===== src/rtl/dext_map.vh =====
// Purpose: Named constants for the divide / extend / test-and-set unit
// Assumes: Included by the unit and its divider
// Notes: Definitions only
`ifndef DEXT_MAP_VH
`define DEXT_MAP_VH
// Operation codes on op_code
`define OP_UDIV_B 3'h0
`define OP_UDIV_W 3'h1
`define OP_SDIV_B 3'h2
`define OP_SDIV_W 3'h3
`define OP_ZEXT_W 3'h4
`define OP_ZEXT_L 3'h5
`define OP_SEXT_W 3'h6
`define OP_SEXT_L 3'h7
// State counts per operation
`define ST_UDIV_B 5'h0C
`define ST_UDIV_W 5'h14
`define ST_SDIV_B 5'h0D
`define ST_SDIV_W 5'h15
`define ST_EXT 5'h01
`define ST_TAS 5'h04
// Count value at which done is raised, so done is seen after exactly the state count
`define CNT_LAST 5'h02
// Field positions
`define BYTE_MSB 7
`define WORD_MSB 15
`define LONG_MSB 31
`define TAS_BIT 7
// Flag vector layout {n,z,v,c}
`define FL_N 3
`define FL_Z 2
`define FL_V 1
`define FL_C 0
`define FLAGS_RST 4'h0
// Divider iterations
`define DIV_STEPS_B 5'h08
`define DIV_STEPS_W 5'h10
`endif


===== src/rtl/div_ext_tas_unit.v =====
// Purpose: Divide, zero/sign extend and test-and-set execution datapath
// Assumes: Decoder holds operands stable from start until done
// Notes: Flags held in condition_flags_reg; untouched flags keep their value
// Functional notes
// - Unsigned byte divide, remainder high, 12 states
// - Unsigned word divide, remainder high, 20 states
// - Signed byte divide, quotient low, 13 states
// - Signed word divide, quotient low, 21 states
// - Word zero-extend clears 15:8, N V cleared
// - Long zero-extend clears 31:16, one state
// - Word sign-extend copies bit 7 upward
// - Long sign-extend copies bit 15 upward
// - Test-and-set flags byte, writes bit 7 set
// - Unaffected flags keep previous value
`timescale 1ns/100ps
`include "dext_map.vh"
module div_ext_tas_unit (
  // Clock and reset
  input wire clk,
  input wire rst_n,
  // Register-operand command from decoder
  input wire start,
  input wire [2:0] op_code,
  input wire [31:0] dest_long_reg,
  input wire [15:0] source_reg,
  // Test-and-set command and memory port
  input wire tas_start,
  output reg mem_rd_reg,
  output reg mem_wr_reg,
  output reg mem_lock_reg,
  input wire [7:0] mem_rdata,
  output reg [7:0] mem_wdata_reg,
  // Results
  output reg [31:0] result_reg,
  output reg result_we_reg,
  output reg [3:0] condition_flags_reg,
  output wire busy,
  output reg done_reg
);
  localparam ST_IDLE = 3'h0;
  localparam ST_DIV = 3'h1;
  localparam ST_FIX = 3'h2;
  localparam ST_TAS_RD = 3'h3;
  localparam ST_TAS_WR = 3'h4;
  localparam ST_WAIT = 3'h5;

  reg [2:0] state_reg;
  reg [2:0] state_next;
  reg [4:0] cnt_reg;
  reg [2:0] op_reg;
  reg q_neg_reg;
  reg r_neg_reg;
  wire word_mode;
  wire signed_op;
  wire [15:0] quot;
  wire [16:0] rem;
  wire div_done;
  wire [31:0] abs_dvd;
  wire [15:0] abs_dvs;
  wire [15:0] q_fix;
  wire [15:0] r_fix;
  wire div_zero;
  wire [15:0] dvs_op;
  wire [31:0] dvs_mag;

  // Magnitude of a value of given width, sign taken from top bit
  function [31:0] magnitude;
    input [31:0] v;
    input wide;
    input sgn;
    reg [31:0] t;
    begin
      t = wide ? v : {16'h0000, v[15:0]};
      if (sgn && (wide ? v[`LONG_MSB] : v[`WORD_MSB])) begin
        t = wide ? (32'h00000000 - v) : {16'h0000, 16'h0000 - v[15:0]};
      end
      magnitude = t;
    end
  endfunction

  // Negate a 16-bit value when asked
  function [15:0] cond_neg;
    input [15:0] v;
    input neg;
    begin
      cond_neg = neg ? (16'h0000 - v) : v;
    end
  endfunction

  assign word_mode = op_code[0];
  assign signed_op = op_code[1];
  assign abs_dvd = magnitude(dest_long_reg, word_mode, signed_op);
  // Byte divisor is widened first so its sign sits where the magnitude function looks
  assign dvs_op = word_mode ? source_reg
                            : (signed_op ? {{8{source_reg[`BYTE_MSB]}}, source_reg[7:0]} : {8'h00, source_reg[7:0]});
  assign dvs_mag = magnitude({16'h0000, dvs_op}, 1'b0, signed_op);
  assign abs_dvs = dvs_mag[15:0];
  assign busy = (state_reg != ST_IDLE);
  assign div_zero = (quot == 16'h0000);
  assign q_fix = cond_neg(quot, q_neg_reg);
  assign r_fix = cond_neg(rem[15:0], r_neg_reg);

  restoring_divider u_div (
    .clk(clk),
    .rst_n(rst_n),
    .start(start && (state_reg == ST_IDLE) && !op_code[2]),
    .word_mode(word_mode),
    .dividend(abs_dvd),
    .divisor(abs_dvs),
    .quotient_reg(quot),
    .remainder_reg(rem),
    .done(div_done)
  );

  always @* begin
    state_next = state_reg;
    case (state_reg)
      ST_IDLE: begin
        if (start && !op_code[2]) begin
          state_next = ST_DIV;
        end else if (tas_start) begin
          state_next = ST_TAS_RD;
        end
      end
      ST_DIV: begin
        if (div_done) begin
          state_next = ST_FIX;
        end
      end
      ST_FIX: state_next = ST_WAIT;
      ST_TAS_RD: state_next = ST_TAS_WR;
      ST_TAS_WR: state_next = ST_WAIT;
      ST_WAIT: begin
        if (cnt_reg == `CNT_LAST) begin
          state_next = ST_IDLE;
        end
      end
      default: state_next = ST_IDLE;
    endcase
  end

  always @(posedge clk) begin
    if (!rst_n) begin
      state_reg <= ST_IDLE;
      cnt_reg <= 5'h00;
      op_reg <= 3'h0;
      q_neg_reg <= 1'b0;
      r_neg_reg <= 1'b0;
      mem_rd_reg <= 1'b0;
      mem_wr_reg <= 1'b0;
      mem_lock_reg <= 1'b0;
      mem_wdata_reg <= 8'h00;
      result_reg <= 32'h00000000;
      result_we_reg <= 1'b0;
      condition_flags_reg <= `FLAGS_RST;
      done_reg <= 1'b0;
    end else begin
      state_reg <= state_next;
      result_we_reg <= 1'b0;
      done_reg <= 1'b0;
      mem_rd_reg <= 1'b0;
      mem_wr_reg <= 1'b0;
      if (cnt_reg != 5'h00) begin
        cnt_reg <= cnt_reg - 5'h01;
      end
      // Lock stays up through the cycle in which done is shown
      if (done_reg) begin
        mem_lock_reg <= 1'b0;
      end
      if (state_reg == ST_WAIT && cnt_reg == `CNT_LAST) begin
        done_reg <= 1'b1;
      end
      case (state_reg)
        ST_IDLE: begin
          if (start) begin
            op_reg <= op_code;
            case (op_code)
              `OP_UDIV_B: cnt_reg <= `ST_UDIV_B;
              `OP_UDIV_W: cnt_reg <= `ST_UDIV_W;
              `OP_SDIV_B: cnt_reg <= `ST_SDIV_B;
              `OP_SDIV_W: cnt_reg <= `ST_SDIV_W;
              default: cnt_reg <= `ST_EXT;
            endcase
            if (word_mode) begin
              q_neg_reg <= signed_op && (dest_long_reg[`LONG_MSB] ^ source_reg[`WORD_MSB]);
              r_neg_reg <= signed_op && dest_long_reg[`LONG_MSB];
            end else begin
              q_neg_reg <= signed_op && (dest_long_reg[`WORD_MSB] ^ source_reg[`BYTE_MSB]);
              r_neg_reg <= signed_op && dest_long_reg[`WORD_MSB];
            end
            // Extends finish in a single state; N, Z, V updated, C kept
            if (op_code[2]) begin
              result_we_reg <= 1'b1;
              done_reg <= 1'b1;
              cnt_reg <= 5'h00;
              case (op_code)
                `OP_ZEXT_W: begin
                  result_reg <= {dest_long_reg[31:16], 8'h00, dest_long_reg[7:0]};
                  condition_flags_reg[`FL_N] <= 1'b0;
                  condition_flags_reg[`FL_Z] <= (dest_long_reg[7:0] == 8'h00);
                end
                `OP_ZEXT_L: begin
                  result_reg <= {16'h0000, dest_long_reg[15:0]};
                  condition_flags_reg[`FL_N] <= 1'b0;
                  condition_flags_reg[`FL_Z] <= (dest_long_reg[15:0] == 16'h0000);
                end
                `OP_SEXT_W: begin
                  result_reg <= {dest_long_reg[31:16], {8{dest_long_reg[`BYTE_MSB]}},
                                 dest_long_reg[7:0]};
                  condition_flags_reg[`FL_N] <= dest_long_reg[`BYTE_MSB];
                  condition_flags_reg[`FL_Z] <= (dest_long_reg[7:0] == 8'h00);
                end
                default: begin
                  result_reg <= {{16{dest_long_reg[`WORD_MSB]}}, dest_long_reg[15:0]};
                  condition_flags_reg[`FL_N] <= dest_long_reg[`WORD_MSB];
                  condition_flags_reg[`FL_Z] <= (dest_long_reg[15:0] == 16'h0000);
                end
              endcase
              condition_flags_reg[`FL_V] <= 1'b0;
            end
          end else if (tas_start) begin
            cnt_reg <= `ST_TAS;
            mem_rd_reg <= 1'b1;
            mem_lock_reg <= 1'b1;
          end
        end
        ST_TAS_WR: begin
          // Read data is due one cycle after the read strobe
          mem_wr_reg <= 1'b1;
          mem_wdata_reg <= mem_rdata | (8'h01 << `TAS_BIT);
          condition_flags_reg[`FL_N] <= mem_rdata[`BYTE_MSB];
          condition_flags_reg[`FL_Z] <= (mem_rdata == 8'h00);
          condition_flags_reg[`FL_V] <= 1'b0;
        end
        ST_FIX: begin
          result_we_reg <= 1'b1;
          if (op_reg[0]) begin
            result_reg <= {r_fix, q_fix};
            condition_flags_reg[`FL_N] <= q_fix[`WORD_MSB];
          end else begin
            result_reg <= {dest_long_reg[31:16], r_fix[7:0], q_fix[7:0]};
            condition_flags_reg[`FL_N] <= q_fix[`BYTE_MSB];
          end
          condition_flags_reg[`FL_Z] <= (abs_dvs == 16'h0000) || div_zero;
          // C is written only by reset, V not here: both keep their value
        end
        default: begin
        end
      endcase
    end
  end
endmodule // div_ext_tas_unit


===== src/rtl/restoring_divider.v =====
// Purpose: Iterative unsigned restoring divider, one quotient bit per clock
// Assumes: Operands held stable during a run; upper half of dividend below divisor
// Notes: Byte mode uses all 16 bits of divisor and a 16-bit dividend
`timescale 1ns/100ps
`include "dext_map.vh"
module restoring_divider (
  // Clock and reset
  input wire clk,
  input wire rst_n,
  // Command
  input wire start,
  input wire word_mode,
  input wire [31:0] dividend,
  input wire [15:0] divisor,
  // Result
  output reg [15:0] quotient_reg,
  output reg [16:0] remainder_reg,
  output wire done
);
  reg [4:0] count_reg;
  reg busy_reg;
  reg [31:0] dvd_reg;
  wire [16:0] trial;
  wire [16:0] rem_shift;
  wire [31:0] dvd_shift;
  wire dvd_top;
  // Upper half preloads the remainder, lower half is shifted in bit by bit
  assign dvd_top = word_mode ? dvd_reg[`WORD_MSB] : dvd_reg[`BYTE_MSB];
  assign rem_shift = {remainder_reg[15:0], dvd_top};
  assign trial = rem_shift - {1'b0, divisor};
  assign dvd_shift = {dvd_reg[30:0], 1'b0};
  assign done = busy_reg && (count_reg == 5'h01);
  always @(posedge clk) begin
    if (!rst_n) begin
      count_reg <= 5'h00;
      busy_reg <= 1'b0;
      dvd_reg <= 32'h00000000;
      quotient_reg <= 16'h0000;
      remainder_reg <= 17'h00000;
    end else if (start) begin
      busy_reg <= 1'b1;
      count_reg <= word_mode ? `DIV_STEPS_W : `DIV_STEPS_B;
      dvd_reg <= dividend;
      quotient_reg <= 16'h0000;
      remainder_reg <= word_mode ? {1'b0, dividend[31:16]} : {9'h000, dividend[15:8]};
    end else if (busy_reg) begin
      dvd_reg <= dvd_shift;
      count_reg <= count_reg - 5'h01;
      if (count_reg == 5'h01) begin
        busy_reg <= 1'b0;
      end
      if (!trial[16]) begin
        remainder_reg <= trial;
        quotient_reg <= {quotient_reg[14:0], 1'b1};
      end else begin
        remainder_reg <= rem_shift;
        quotient_reg <= {quotient_reg[14:0], 1'b0};
      end
    end
  end
endmodule // restoring_divider


===== config.mk =====
export PLATFORM = sky130hd
export DESIGN_NAME = div_ext_tas_unit
export DESIGN_NICKNAME = d
export VERILOG_FILES = /design/src/rtl/div_ext_tas_unit.v /design/src/rtl/restoring_divider.v
export VERILOG_INCLUDE_DIRS = /design/src /design/src/rtl
export SDC_FILE = /design/constraint.sdc
export NUM_CORES = 1
export LEC_CHECK = 0
export BUFFER_PORTS_ARGS = -buffer_cell sky130_fd_sc_hd__buf_4
export CAP_MARGIN = 20
export CORE_MARGIN = 2
export CORE_UTILIZATION = 45
export DETAILED_ROUTE_END_ITERATION = 12
export GPL_TIMING_DRIVEN = 0
export PLACE_DENSITY = 0.76
export SYNTH_ARGS = -nofsm -noshare
export SYNTH_HDL_FRONTEND = slang
export SYNTH_SLANG_ARGS = --single-unit

===== constraint.sdc =====
create_clock -name clk -period 4.3 [get_ports clk]
set_input_delay 0.86 -clock clk [delete_from_list [all_inputs] [get_ports clk]]
set_output_delay 0.86 -clock clk [all_outputs]
set_load 0.05 [all_outputs]

# After elaboration in Yosys (flattened, before gate mapping)
# Cells that the tools add are included.
dict set report op_classes {
  add_sub_neg 8
  n_eq_ne 18
  mux 60
  bitwise_logic 4
  reduce_logical 34
}
# cell n
set ops {}
lappend ops {{$mux W32} 6}
lappend ops {{$mux W16} 11}
lappend ops {{$pmux W32 S3} 1}
lappend ops {{$pmux W32 S2} 1}
lappend ops {{$sub A1 B16 Y16 const A} 4}
lappend ops {{$logic_not A16 Y1} 3}
lappend ops {{$mux W5} 8}
lappend ops {{$sub A1 B32 Y32 const A} 1}
lappend ops {{$mux W1} 21}
lappend ops {{$pmux W5 S4} 1}
lappend ops {{$mux W3} 6}
lappend ops {{$sub A17 B16 Y17} 1}
lappend ops {{$logic_not A8 Y1} 2}
lappend ops {{$eq A3 B3 Y1 const B} 5}
lappend ops {{$pmux W3 S5} 1}
lappend ops {{$eq A3 B2 Y1 const B} 4}
lappend ops {{$pmux W2 S3} 2}
lappend ops {{$reduce_and A3 Y1} 4}
lappend ops {{$logic_and A1 B1 Y1} 11}
lappend ops {{$sub A5 B1 Y5 const B} 2}
lappend ops {{$ne A2 B2 Y1 const B} 4}
lappend ops {{$eq A3 B1 Y1 const B} 2}
lappend ops {{$logic_not A3 Y1} 2}
lappend ops {{$reduce_bool A2 Y1} 3}
lappend ops {{13 further kinds} 18}
dict set report totals {
  register_bits 113
  elab_cells 143
}

# Logic depth before layout (Yosys ltp)
# Gate-level depths: netlist of run 1.
dict set report logic_depth {
  ltp_word 8
  mapped_depth 18
  ltp_nobuf 17
}

# By module
# From an unflattened synthesis of run 1, not the netlist that was laid out.
dict set report unflattened {
  cells_unflattened 1099
  area_unflattened_um2 8371.8
}
# mod n_inst cells_per_inst area_per_inst_um2 seq_area_each_um2
set modules_own_cells {}
lappend modules_own_cells {div_ext_tas_unit 1 667 4867.2 1161.1}
lappend modules_own_cells {restoring_divider 1 432 3504.6 1101.1}

# Worst setup path before layout of run 1
# Ideal clock, no wire load.
dict set report synth_path {
  kind {input -> register}
  start {input port op_code[0]}
  end {register u_div.remainder_reg[3]}
  setup_ns 0.088
  arrival_ns 4.495
  setup_slack_ns -0.283
  stages 17
  path_buffers 3
  cell_sequence {buf_4 clkbuf_1 mux2i_1 ha_1 inv_1 fa_1 a211oi_1 nor2_1 o221a_2 maj3_2 a221oi_1 a211o_1 a21oi_1 or2_0 buf_2 o311a_1 o32ai_2}
}
dict set report synth_between {
  elab_chain_len 7
  word_cells_on_any_way 15
  classes_between {add/sub (2); mux (11); reduce/logical (2)}
}
# element line_no
set synth_lines {}
lappend synth_lines {{from (decl)} div_ext_tas_unit.v:23} ;# input wire [2:0] op_code,
lappend synth_lines {{$mux W16} div_ext_tas_unit.v:94} ;# assign dvs_op = word_mode ? source_reg
lappend synth_lines {{$sub A1 B16 Y16 / $logic_and A1 B1 Y1 (equally long branches)} {div_ext_tas_unit.v:75, div_ext_tas_unit.v:74}}
lappend synth_lines {{$mux W16} div_ext_tas_unit.v:74} ;# if (sgn && (wide ? v[`LONG_MSB] : v[`WORD_MSB])) begin
lappend synth_lines {{$sub A17 B16 Y17} restoring_divider.v:30} ;# assign trial = rem_shift - {1'b0, divisor};
lappend synth_lines {{$mux W16} restoring_divider.v:52} ;# if (!trial[16]) begin
lappend synth_lines {{$mux W16} restoring_divider.v:46} ;# end else if (busy_reg) begin
lappend synth_lines {{$mux W16 (*)} restoring_divider.v:40} ;# end else if (start) begin
lappend synth_lines {{to (signal assigned)} restoring_divider.v:45} ;# remainder_reg <= word_mode ? {1'b0, dividend[31:16]} : {9'h000, dividend[15:8]};
lappend synth_lines {{to (signal assigned)} restoring_divider.v:53} ;# remainder_reg <= trial;
lappend synth_lines {{to (signal assigned)} restoring_divider.v:56} ;# remainder_reg <= rem_shift;
lappend synth_lines {{to (decl)} restoring_divider.v:17} ;# output reg [16:0] remainder_reg,
# Mark *: on every way between the ends. The rest lies on a longest branch, timed or not. The select of a mux whose other input is x is not followed.
# A chain may end at the register's enable or synchronous reset.

# Final worst setup path of run 1
dict set report layout_path {
  start {input port source_reg[3]}
  end {register u_div.remainder_reg[13]}
}
dict set report layout_between {
  elab_chain_len 8
}
# element line_no
set layout_lines {}
lappend layout_lines {{from (decl)} div_ext_tas_unit.v:25} ;# input wire [15:0] source_reg,
lappend layout_lines {{$mux W16} div_ext_tas_unit.v:95} ;# : (signed_op ? {{8{source_reg[`BYTE_MSB]}}, source_reg[7:0]} : {8'h00, source_reg[7:0]});
lappend layout_lines {{$mux W16 (*)} div_ext_tas_unit.v:94}
lappend layout_lines {{$sub A1 B16 Y16} div_ext_tas_unit.v:75} ;# t = wide ? (32'h00000000 - v) : {16'h0000, 16'h0000 - v[15:0]};
lappend layout_lines {{$mux W16 (*)} div_ext_tas_unit.v:74}
lappend layout_lines {{$sub A17 B16 Y17 (*)} restoring_divider.v:30}
lappend layout_lines {{$mux W16 (*)} restoring_divider.v:52}
lappend layout_lines {{$mux W16 (*)} restoring_divider.v:46}
lappend layout_lines {{$mux W16 (*)} restoring_divider.v:40}
# Marks and branches as above.

==> results of run 1 <==
[what timing repair did]
action	CTS	global route
pin swaps	4	27
buffers inserted	3	20
resized for setup	22	37
setup endpoints to repair	17	17
[power by group through the flow]
stage	logic (W)	clock network, W	registers (W)
after global routing	0.00138	0.000903	0.00123
after CTS	0.00118	0.000866	0.00121
final	0.00129	0.000860	0.00122
after floorplan	0.000707	0	0.00133
after detailed placement	0.00116	0	0.00124
after global placement	0.00114	0	0.00124
[worst max-delay path, delay by kind of cell]
kind,cells,cell delay (ps)
AND/OR/NAND/NOR,4,740
AO/OA/AOI/OAI,7,1340
buffers and inverters,4,560
XOR/XNOR,1,290
adder cells (fa/ha/maj),2,730
[cell usage in the layout, fill, tap and decap left out, types with 15 or more instances in the layout]
cell type,instances
xor2_1,43
a211oi_1,35
o21ai_0,83
nand3_1,23
xnor2_1,46
a21oi_1,59
mux2i_1,39
dfxtp_1,112
ha_1,15
o31ai_1,18
nor2_1,99
or3_1,16
clkbuf_1,54
nand2_1,118
nor3_1,22
buf_4,124
inv_1,19
[metal layers]
metal  GRT usage [%]  vias to the layer above
met1            41.8                     4022
met2            43.9                      543
met4            10.4                        0
li1                -                     3966
met3            4.98                       78
met5               0                        -
[kinds of logic (layout without fill, tap and decap cells)]
family	after synthesis	after routing	synth area share, %
xor+xnor	89	89	10.0
compound gates	296	296	25.0
mux	41	41	5.33
fa+ha+maj	25	25	4.07
simple gates	363	363	22.1
other cells	1	2	0.0482
flops	112	112	28.8
buf+inv	89	229	4.56
[path summary, 6_finish.rpt]
check                                       from                      end  slack, ps  cells after the start
worst max register to register  u_div.dvd_reg[7]  u_div.remainder_reg[13]        560                     17
worst min-delay path                    done_reg             mem_lock_reg        440                      1
worst min register to register          done_reg             mem_lock_reg        440                      1
worst max-delay path               source_reg[3]  u_div.remainder_reg[13]         30                     18
[through the flow]
step,util [%],area [µm²],instances,setup TNS (ps),hold WS [ps]
CTS,54.3,9290,1362,0,451
global route,56.1,9600,1382,-578,469
global placement,52.0,8890,1347,-8980,439
floorplan,-,7820,1017,0,436
finish,56.1,9600,1382,0,444
detailed placement,52.0,8890,1347,-10050,440
[final cells by class]
| class | instances | area [µm²] |
|---|---|---|
| Fill cell | 1620 | 7520 |
| Multi-Input combinational cell | 816 | 5380 |
| Sequential cell | 112 | 2240 |
| Timing Repair Buffer | 128 | 1000 |
| Buffer | 65 | 304 |
| Tap cell | 225 | 282 |
| Clock buffer | 11 | 253 |
| Inverter | 22 | 91.3 |
| Clock inverter | 3 | 42.5 |
==> run_results.csv, run 1 <==
group,metric,value,unit
run_status,status,"finished, final reports clean",
floorplanning,core_area,17100,µm²
power,combPwrFrac,38.3,%
clocking,cts-root-buf,"clkbuf_16",
power,leakagePower,3.62,nW
floorplanning,dieArea,18300,µm²
route,wl_met3,2890,µm
clocking,clock_path_buffers,2,
clocking,cts_tree,"done",
route,ant_nets,0,
route,remaining_drc_errors,0,
critical_path,cp-end-kind,"flop",
critical_path,cp_data_arrival_time,4520,ps
yosys,ys.flop_type,"dfxtp_1",
yosys,syn_inst,1016,
power,internal-power,0.00211,W
yosys,synth_area_leader_cell,"dfxtp_1",
critical_path,path_cells,"buf_4 > nor4_4 > nand2_1 > nand2_1 > xor2_1 > ha_2 > o21a_1 > o221a_2 > maj3_2 > a221oi_2 > a211o_1 > a21oi_2 > buf_6 > buf_12 > nor2_4 > buf_6 > a2111oi_4 > o31a_1",
floorplanning,rows,48,
grt,grt_pass1_wl,41500,µm
job,drv_cap,0,
final_layout,areaGrowthSynthToFinish,23.5,%
yosys,yosysSeqAreaShare,28.8,%
sta,finalSetupViolCount,0,
sta,fin_ws,25.0,ps
power,powerDensity,352,nW/µm²
route,wl_met2,12300,µm
sta,max_slew_margin,32.3,%
sta,fmax,234,MHz
clocking,cts.reportedPaths.clkPinSlew,70,ps
route,dr.pass1.iters,8,
yosys,synth_top_area_share,28.8,%
yosys,synth_area_leaders,"dfxtp_1 29%, nand2_1 5.7%, o21ai_0 5.5%",
place,place.gp.congestion,0.979,
place,dp_slack,-802,ps
critical_path,cp-start-kind,"primary input",
yosys,synth_common_cells,"119 x nand2_1, 112 x dfxtp_1, 102 x nor2_1",
final_layout,final_nets,1240,
power,p_clk_share,25.5,%
route,vias,8609,
grt,grt_pass1_vias,7574,
min_path,holdCritPathClass,"flop to flop",
critical_path,cpPeakStageDelay,400,ps
sta,slew_violations,0,
critical_path,slowest_stage,"nor4_4",
power,power_frac_seq,36.2,%
place,port_buffers,105,
floorplanning,die_w,135,µm
clocking,htree_levels,3,
route,wl_met1,11600,µm
critical_path,path_class,"primary input to flop",
grt,grt_overflow_total,0,
clocking,hold_buffers,0,
yosys,postSynth.asyncResetShare,0,%
route,wl_per_cell,20.1,µm
sta,post-route-period-util,99.4,%
route,top_layer_used,"met4",
route,vias_per_cell,6.23,
floorplanning,initial_core_util,45.4,%
grt,grt_usage,29.1,%
floorplanning,ios,113,
route,totalWireLength,27700,µm
power,swShare,37.5,%
route,drt_iter0_drc,1055,
power,ir_worst_vdd,0.308,mV
critical_path,worstPathMaxFanout,9,
yosys,synth_cell_types,69,
grt,antenna_found_initial,0,
power,net-switching-power,0.00126,W
yosys,yosysMostFrequentCell,"nand2_1",
final_layout,largest_reg_flops,32,
final_layout,layout-drive-gt1-share,17.1,%
critical_path,cp.required,4550,ps
final_layout,diodes,0,
sta,hold_viol_final,0,
floorplanning,die_h,135,µm
yosys,yosys_warnings,0,
sta,worst_pin_slew,1010,ps
grt,grt_max_degree,20,
sta,period_needed,4270,ps
clocking,clock_sinks,112,
yosys,synth.avg_cell_area,7.65,µm²
clocking,clk_latency,360,ps
power,power.total,0.00337,W
yosys,syn-cell-area,7770,µm²
clocking,cts_made_buffers,9,
place,hpwl,20600,µm
sta,skew,10.7,ps
yosys,synth-edff-count,0,
yosys,synth_seq_cells,112,
(Power assumes the default switching activity.)
==> run 2, diff against run 1 <==
--- a/config.mk
+++ b/config.mk
@@ -6,11 +6,13 @@
 export SDC_FILE = /design/constraint.sdc
 export NUM_CORES = 1
 export LEC_CHECK = 0
+export ABC_AREA = 1
 export BUFFER_PORTS_ARGS = -buffer_cell sky130_fd_sc_hd__buf_4
 export CAP_MARGIN = 20
 export CORE_MARGIN = 2
 export CORE_UTILIZATION = 45
 export DETAILED_ROUTE_END_ITERATION = 12
+export GPL_ROUTABILITY_DRIVEN = 0
 export GPL_TIMING_DRIVEN = 0
 export PLACE_DENSITY = 0.76
 export SYNTH_ARGS = -nofsm -noshare
==> run 2 against run 1 <==
  * First-iteration DRC count rose by 2.8%
  * Fmax rose by 8.1%
  * Clock skew shrank 3.2 ps
  * Critical path depth increased by 9
  * Area after synthesis is 4.5% higher
  * Cell area shrank 0.87%
  * Critical path type unchanged
==> run_results.csv, run 2 <==
group,metric,value,unit
run_status,status,"finished, final reports clean",
grt,grt_usage,27.0,%
critical_path,cpPeakStageDelay,460,ps
route,wl_per_cell,16.3,µm
power,powerDensity,665,nW/µm²
sta,skew,7.57,ps
critical_path,rr_worst_depth,22,
route,vias_per_cell,5.61,
final_layout,diodes,0,
grt,grt_pass1_wl,42200,µm
final_layout,largest_reg_flops,32,
sta,post-route-period-util,92.0,%
sta,slew_violations,0,
power,power_frac_seq,24.8,%
route,remaining_drc_errors,0,
yosys,synth-edff-count,0,
clocking,cts_resized,0,
final_layout,fillers,1775,
sta,period_needed,3960,ps
yosys,synth_top_area_share,27.6,%
floorplanning,initial_core_util,45.5,%
clocking,cts-root-buf,"clkbuf_16",
sta,hold_viol_final,0,
final_layout,design_area,9510,µm²
power,ir_worst_vdd,0.397,mV
place,port_buffers,109,
final_layout,final_cell_mix,"244 x nand2_1, 149 x nor2_1, 148 x inv_1",
yosys,synth_common_cells,"244 x nand2_1, 149 x nor2_1, 148 x inv_1",
floorplanning,dieArea,19100,µm²
yosys,ys.flop_type,"dfxtp_1",
floorplanning,core_area,17800,µm²
clocking,clk_latency,360,ps
power,internal-power,0.00297,W
yosys,yosysSeqAreaShare,27.6,%
yosys,synth_seq_cells,112,
sta,fmax,253,MHz
critical_path,slowest_stage,"fa_1",
final_layout,final_nets,1492,
min_path,holdCritPathClass,"flop to flop",
yosys,syn_inst,1286,
critical_path,cp-start-kind,"primary input",
floorplanning,die_w,138,µm
min_path,hold_path_depth,2,
route,drt_iter0_drc,1085,
route,totalWireLength,26700,µm
route,vias,9193,
yosys,synth_area_leader_cell,"dfxtp_1",
critical_path,path_class,"primary input to flop",
critical_path,cp-end-kind,"flop",
route,dr.pass1.iters,5,
critical_path,cp_data_arrival_time,4240,ps
power,net-switching-power,0.00335,W
yosys,synth.avg_cell_area,6.32,µm²
floorplanning,die_h,138,µm
power,combPwrFrac,62.2,%
clocking,cts.reportedPaths.clkPinSlew,80,ps
job,drv_cap,0,
grt,grt_overflow_total,0,
clocking,htree_levels,3,
critical_path,cp.required,4590,ps
power,swShare,53.0,%
clocking,cts_tree,"done",
critical_path,cp_common_cell,"nand2_1",
sta,finalSetupViolCount,0,
final_layout,areaGrowthSynthToFinish,17.1,%
sta,rsz0062_at_grt,"no",
grt,antenna_found_initial,0,
final_layout,final_common_cell,"nand2_1",
critical_path,cp.buffers_inverters,6,
clocking,clock_path_buffers,2,
sta,max_slew_margin,48.3,%
final_layout,layout-drive-gt1-share,13.9,%
critical_path,worstPathMaxFanout,19,
grt,grt_pass1_vias,8392,
critical_path,crit_family,"simple AND/OR/NAND/NOR gates",
route,ant_nets,0,
sta,worst_pin_slew,776,ps
yosys,synth_cell_types,46,
floorplanning,ios,113,
power,power.total,0.00633,W
yosys,yosys_warnings,0,
yosys,synth_area_leaders,"dfxtp_1 28%, nand2_1 11%, a21oi_1 8.2%",
floorplanning,rows,49,
place,dpl_cell_area,9230,µm²
yosys,postSynth.asyncResetShare,0,%
yosys,syn-cell-area,8120,µm²
place,hpwl,21000,µm
critical_path,cp.depth,27,
clocking,cts_setup_buffers,0,
clocking,cts_made_buffers,9,
clocking,hold_buffers,0,
power,p_clk_share,13.0,%
power,leakagePower,4.33,nW
grt,grt_max_degree,20,
yosys,yosysMostFrequentCell,"nand2_1",
clocking,clock_sinks,112,
==> run 2: changes by cell type after synthesis, sizes merged, moves of 16 or more <==
cell	change
o21ai	+40
nor2	+48
mux2i	-40
nand2	+152
or3	-16
nand3	+56
a211oi	-24
inv	+130
a21oi	+81
xnor2	-37
==> run 2: through the flow <==
stage	utilization (%)	hold slack [ps]	setup TNS [ps]	cells	setup WS, ps
after floorplan	-	441	0	1287	682
after detailed placement	51.7	452	-2140	1625	-170
after global routing	53.3	484	0	1640	84.8
final	53.3	472	0	1640	345
after CTS	53.3	470	0	1641	180
after global placement	51.7	449	-321	1625	-35.9
==> run 2: final cells by class <==
cell class | instances | area, µm² | share of cell area (%)
inverter | 158 | 593 | 6.23
clock inverter | 6 | 55.1 | 0.579
clock buffer | 10 | 229 | 2.41
sequential | 112 | 2240 | 23.6
timing repair buffer | 109 | 818 | 8.60
multi-input combinational | 961 | 5040 | 53.0
tap | 229 | 287 | 3.01
buffer | 55 | 251 | 2.64
==> run 2: final timing paths <==
kind / to / slack [ps] / start
min: result_reg[6] / 470 / result_reg[6]
max reg2reg: u_div.remainder_reg[1] / 1270 / u_div.dvd_reg[7]
min reg2reg: result_reg[6] / 470 / result_reg[6]
max: u_div.remainder_reg[1] / 340 / op_code[0]
==> run 2: per-layer routing <==
layer / track usage, % / wire (µm) / vias to the layer above
met5: 0 / 0 / -
met4: 13.7 / 1240 / 0
met3: 5.16 / 2610 / 106
met2: 44.8 / 12100 / 495
met1: 33.6 / 10700 / 4094
li1: - / - / 4498
==> run 2: power groups by stage <==
stage / Sequential [W] / Combinational [W] / Clock, W
final: 0.00157 / 0.00394 / 0.000821
after global routing: 0.00161 / 0.00426 / 0.000868
after CTS: 0.00157 / 0.00387 / 0.000823
after detailed placement: 0.00159 / 0.00386 / 0
after global placement: 0.00158 / 0.00379 / 0
after floorplan: 0.00211 / 0.00227 / 0
==> run 2: cell families after synthesis <==
group                    Yosys count  share of synthesized area [%]
AO/OA/AOI/OAI                    335                           23.0
XOR/XNOR                          52                           5.61
adder cells (fa/ha/maj)           23                           3.63
buffers and inverters            214                           10.4
flip-flops                       112                           27.6
multiplexers                       1                          0.123
other                              1                         0.0462
AND/OR/NAND/NOR                  548                           29.5
==> run 2: tightest hold or removal path: stages (launching register included) <==
cell	delay [ps]
dfxtp_1	310
nand2_1	60
a21oi_1	60
==> run 3, diff against run 2 <==
--- a/config.mk
+++ b/config.mk
@@ -6,7 +6,6 @@
 export SDC_FILE = /design/constraint.sdc
 export NUM_CORES = 1
 export LEC_CHECK = 0
-export ABC_AREA = 1
 export BUFFER_PORTS_ARGS = -buffer_cell sky130_fd_sc_hd__buf_4
 export CAP_MARGIN = 20
 export CORE_MARGIN = 2
==> run 3 against run 2 <==
  * Largest cell class unchanged
  * Sequential power down 22%
  * Critical path depth down 11
  * Cell count down 16%
  * Register-to-register slack worse by 700 ps
==> run_results.csv, run 3 (same netlist as run 1, synthesis figures left out) <==
group,metric,value,unit
run_status,status,"finished, final reports clean",
final_layout,final_common_cell,"buf_4",
final_layout,final_cell_mix,"124 x buf_4, 118 x nand2_1, 112 x dfxtp_1",
final_layout,design_area,9520,µm²
floorplanning,core_area,17100,µm²
floorplanning,ios,113,
clocking,hold_buffers,0,
place,port_buffers,105,
final_layout,areaGrowthSynthToFinish,22.5,%
floorplanning,rows,48,
grt,met2_usage,44.3,%
place,dp.cells,1347,
clocking,htree_levels,3,
grt,grt_max_degree,20,
sta,finalSetupViolCount,0,
route,vias,8560,
critical_path,endpoint,"u_div.remainder_reg[3]",
final_layout,final_nets,1235,
clocking,clk_latency,370,ps
floorplanning,dieArea,18300,µm²
critical_path,cp-end-kind,"flop",
route,drt_iter0_drc,1017,
power,power.total,0.00338,W
route,wl_per_cell,19.8,µm
route,vias_per_cell,6.21,
grt,top_usage_layer,"met2",
clocking,clock_sinks,112,
clocking,cts.reportedPaths.clkPinSlew,80,ps
clocking,clock_path_buffers,2,
power,p_clk_share,26.5,%
job,drv_cap,0,
sta,fin_ws,97.1,ps
critical_path,cp.required,4580,ps
power,internal-power,0.00211,W
critical_path,crit_start,"source_reg[3]",
sta,post-route-period-util,97.7,%
sta,hold_ws,446,ps
floorplanning,die_w,135,µm
sta,skew,11.3,ps
power,net-switching-power,0.00128,W
grt,gr-usage-met1,39.4,%
place,dp_slack,-765,ps
critical_path,cp-start-kind,"primary input",
final_layout,diodes,0,
final_layout,largest_reg_flops,32,
route,remaining_drc_errors,0,
sta,worst_pin_slew,987,ps
critical_path,r2r_start,"state_reg[0]",
final_layout,layout-drive-gt1-share,16.6,%
grt,grt_overflow_total,0,
grt,grt_usage,28.9,%
grt,grt_pass1_vias,7586,
place,dpl_cell_area,8890,µm²
power,powerDensity,355,nW/µm²
sta,period_needed,4200,ps
grt,grt_pass1_wl,41400,µm
floorplanning,initial_core_util,45.4,%
final_layout,multi_input_area,5360,µm²
sta,hold_viol_final,0,
place,hpwl,20300,µm
floorplanning,die_h,135,µm
power,leakagePower,3.59,nW
grt,use_met3,7.07,%
sta,slew_violations,0,
sta,max_slew_margin,33.3,%
grt,antenna_found_initial,0,
critical_path,cp_data_arrival_time,4490,ps
final_layout,instances_no_fill,1379,
clocking,cts_made_buffers,9,
critical_path,rr_endpoint,"u_div.remainder_reg[7]",
critical_path,path_class,"primary input to flop",
power,combPwrFrac,37.4,%
final_layout,fillers,1601,
route,ant_nets,0,
power,swShare,37.7,%
min_path,holdCritPathClass,"flop to flop",
sta,fmax,238,MHz
power,ir_worst_vdd,0.263,mV
final_layout,regArea,2240,µm²
power,power_frac_seq,36.1,%
route,dr.pass1.iters,6,
clocking,cts-root-buf,"clkbuf_16",
critical_path,worstPathMaxFanout,9,
clocking,cts_tree,"done",
critical_path,r2r_slack,570,ps
route,totalWireLength,27400,µm
critical_path,rr_worst_depth,8,
## run 3: cell count changes in the layout (fill, tap and decap cells not counted), sizes merged, moves of 40 or more
| cell | before | now |
|---|---|---|
| nand2 | 271 | 119 |
| nand3 | 79 | 23 |
| inv | 153 | 22 |
| a21oi | 143 | 62 |
| mux2i | 1 | 41 |
| nor2 | 151 | 103 |
| o21ai | 125 | 85 |
## run 3: layout make-up
| type | count | share of cell area [%] |
|---|---|---|
| repair buffers | 123 | 9.81 |
| clock inverters | 4 | 0.539 |
| flip-flops and latches | 112 | 23.5 |
| well taps | 225 | 2.96 |
| inverters | 22 | 0.959 |
| plain buffers | 65 | 3.18 |
| clock buffers | 12 | 2.69 |
| multi-input cells | 816 | 56.3 |
## run 3: metal layers
metal	up-vias	wire length, µm
met5	-	0
met4	0	1010
met3	92	2830
met2	527	12100
met1	3978	11400
li1	3963	-
## run 3: how the worst min path moves through the flow
stage | startpoint | end | slack [ps] | depth (start not counted)
floorplan | cnt_reg[4] | cnt_reg[4] | 440 | 2
global placement | done_reg | mem_lock_reg | 430 | 1
detailed placement | done_reg | mem_lock_reg | 450 | 1
CTS | done_reg | mem_lock_reg | 450 | 1
global route | done_reg | mem_lock_reg | 470 | 1
finish | done_reg | mem_lock_reg | 450 | 1
## run 3: power groups by stage
stage          clock, W  sequential [W]  combinational, W
4_1_cts        0.000897         0.00121           0.00118
6_report       0.000897         0.00122           0.00127
5_1_grt        0.000936         0.00123           0.00137
2_1_floorplan         0         0.00133          0.000707
3_3_place_gp          0         0.00124           0.00114
3_5_place_dp          0         0.00124           0.00116
## run 3: critical path: stages
cell and delay [ps]:
buf_4 150, or4_4 550, o21ai_2 150, xor2_1 100, ha_2 220, nor4_4 240, nand2b_1 90, o221a_2 310
maj3_2 350, a221oi_2 270, a211o_1 200, a21oi_2 70, or2_0 210, buf_4 160, o311a_1 300, o32ai_2 240
## run 3: repair_timing
item	in CTS	in global routing
resized for setup	16	37
buffers inserted	3	15
setup endpoints to repair	15	15
pin swaps	2	18
## run 3: metrics by stage
| stage | setup TNS (ps) | utilization (%) |
|---|---|---|
| 2_1_floorplan | 0 | - |
| 3_3_place_gp | -8870 | 52.0 |
| 3_5_place_dp | -9520 | 52.0 |
| 4_1_cts | 0 | 54.2 |
| 5_1_grt | -538 | 55.6 |
| 6_report | 0 | 55.6 |
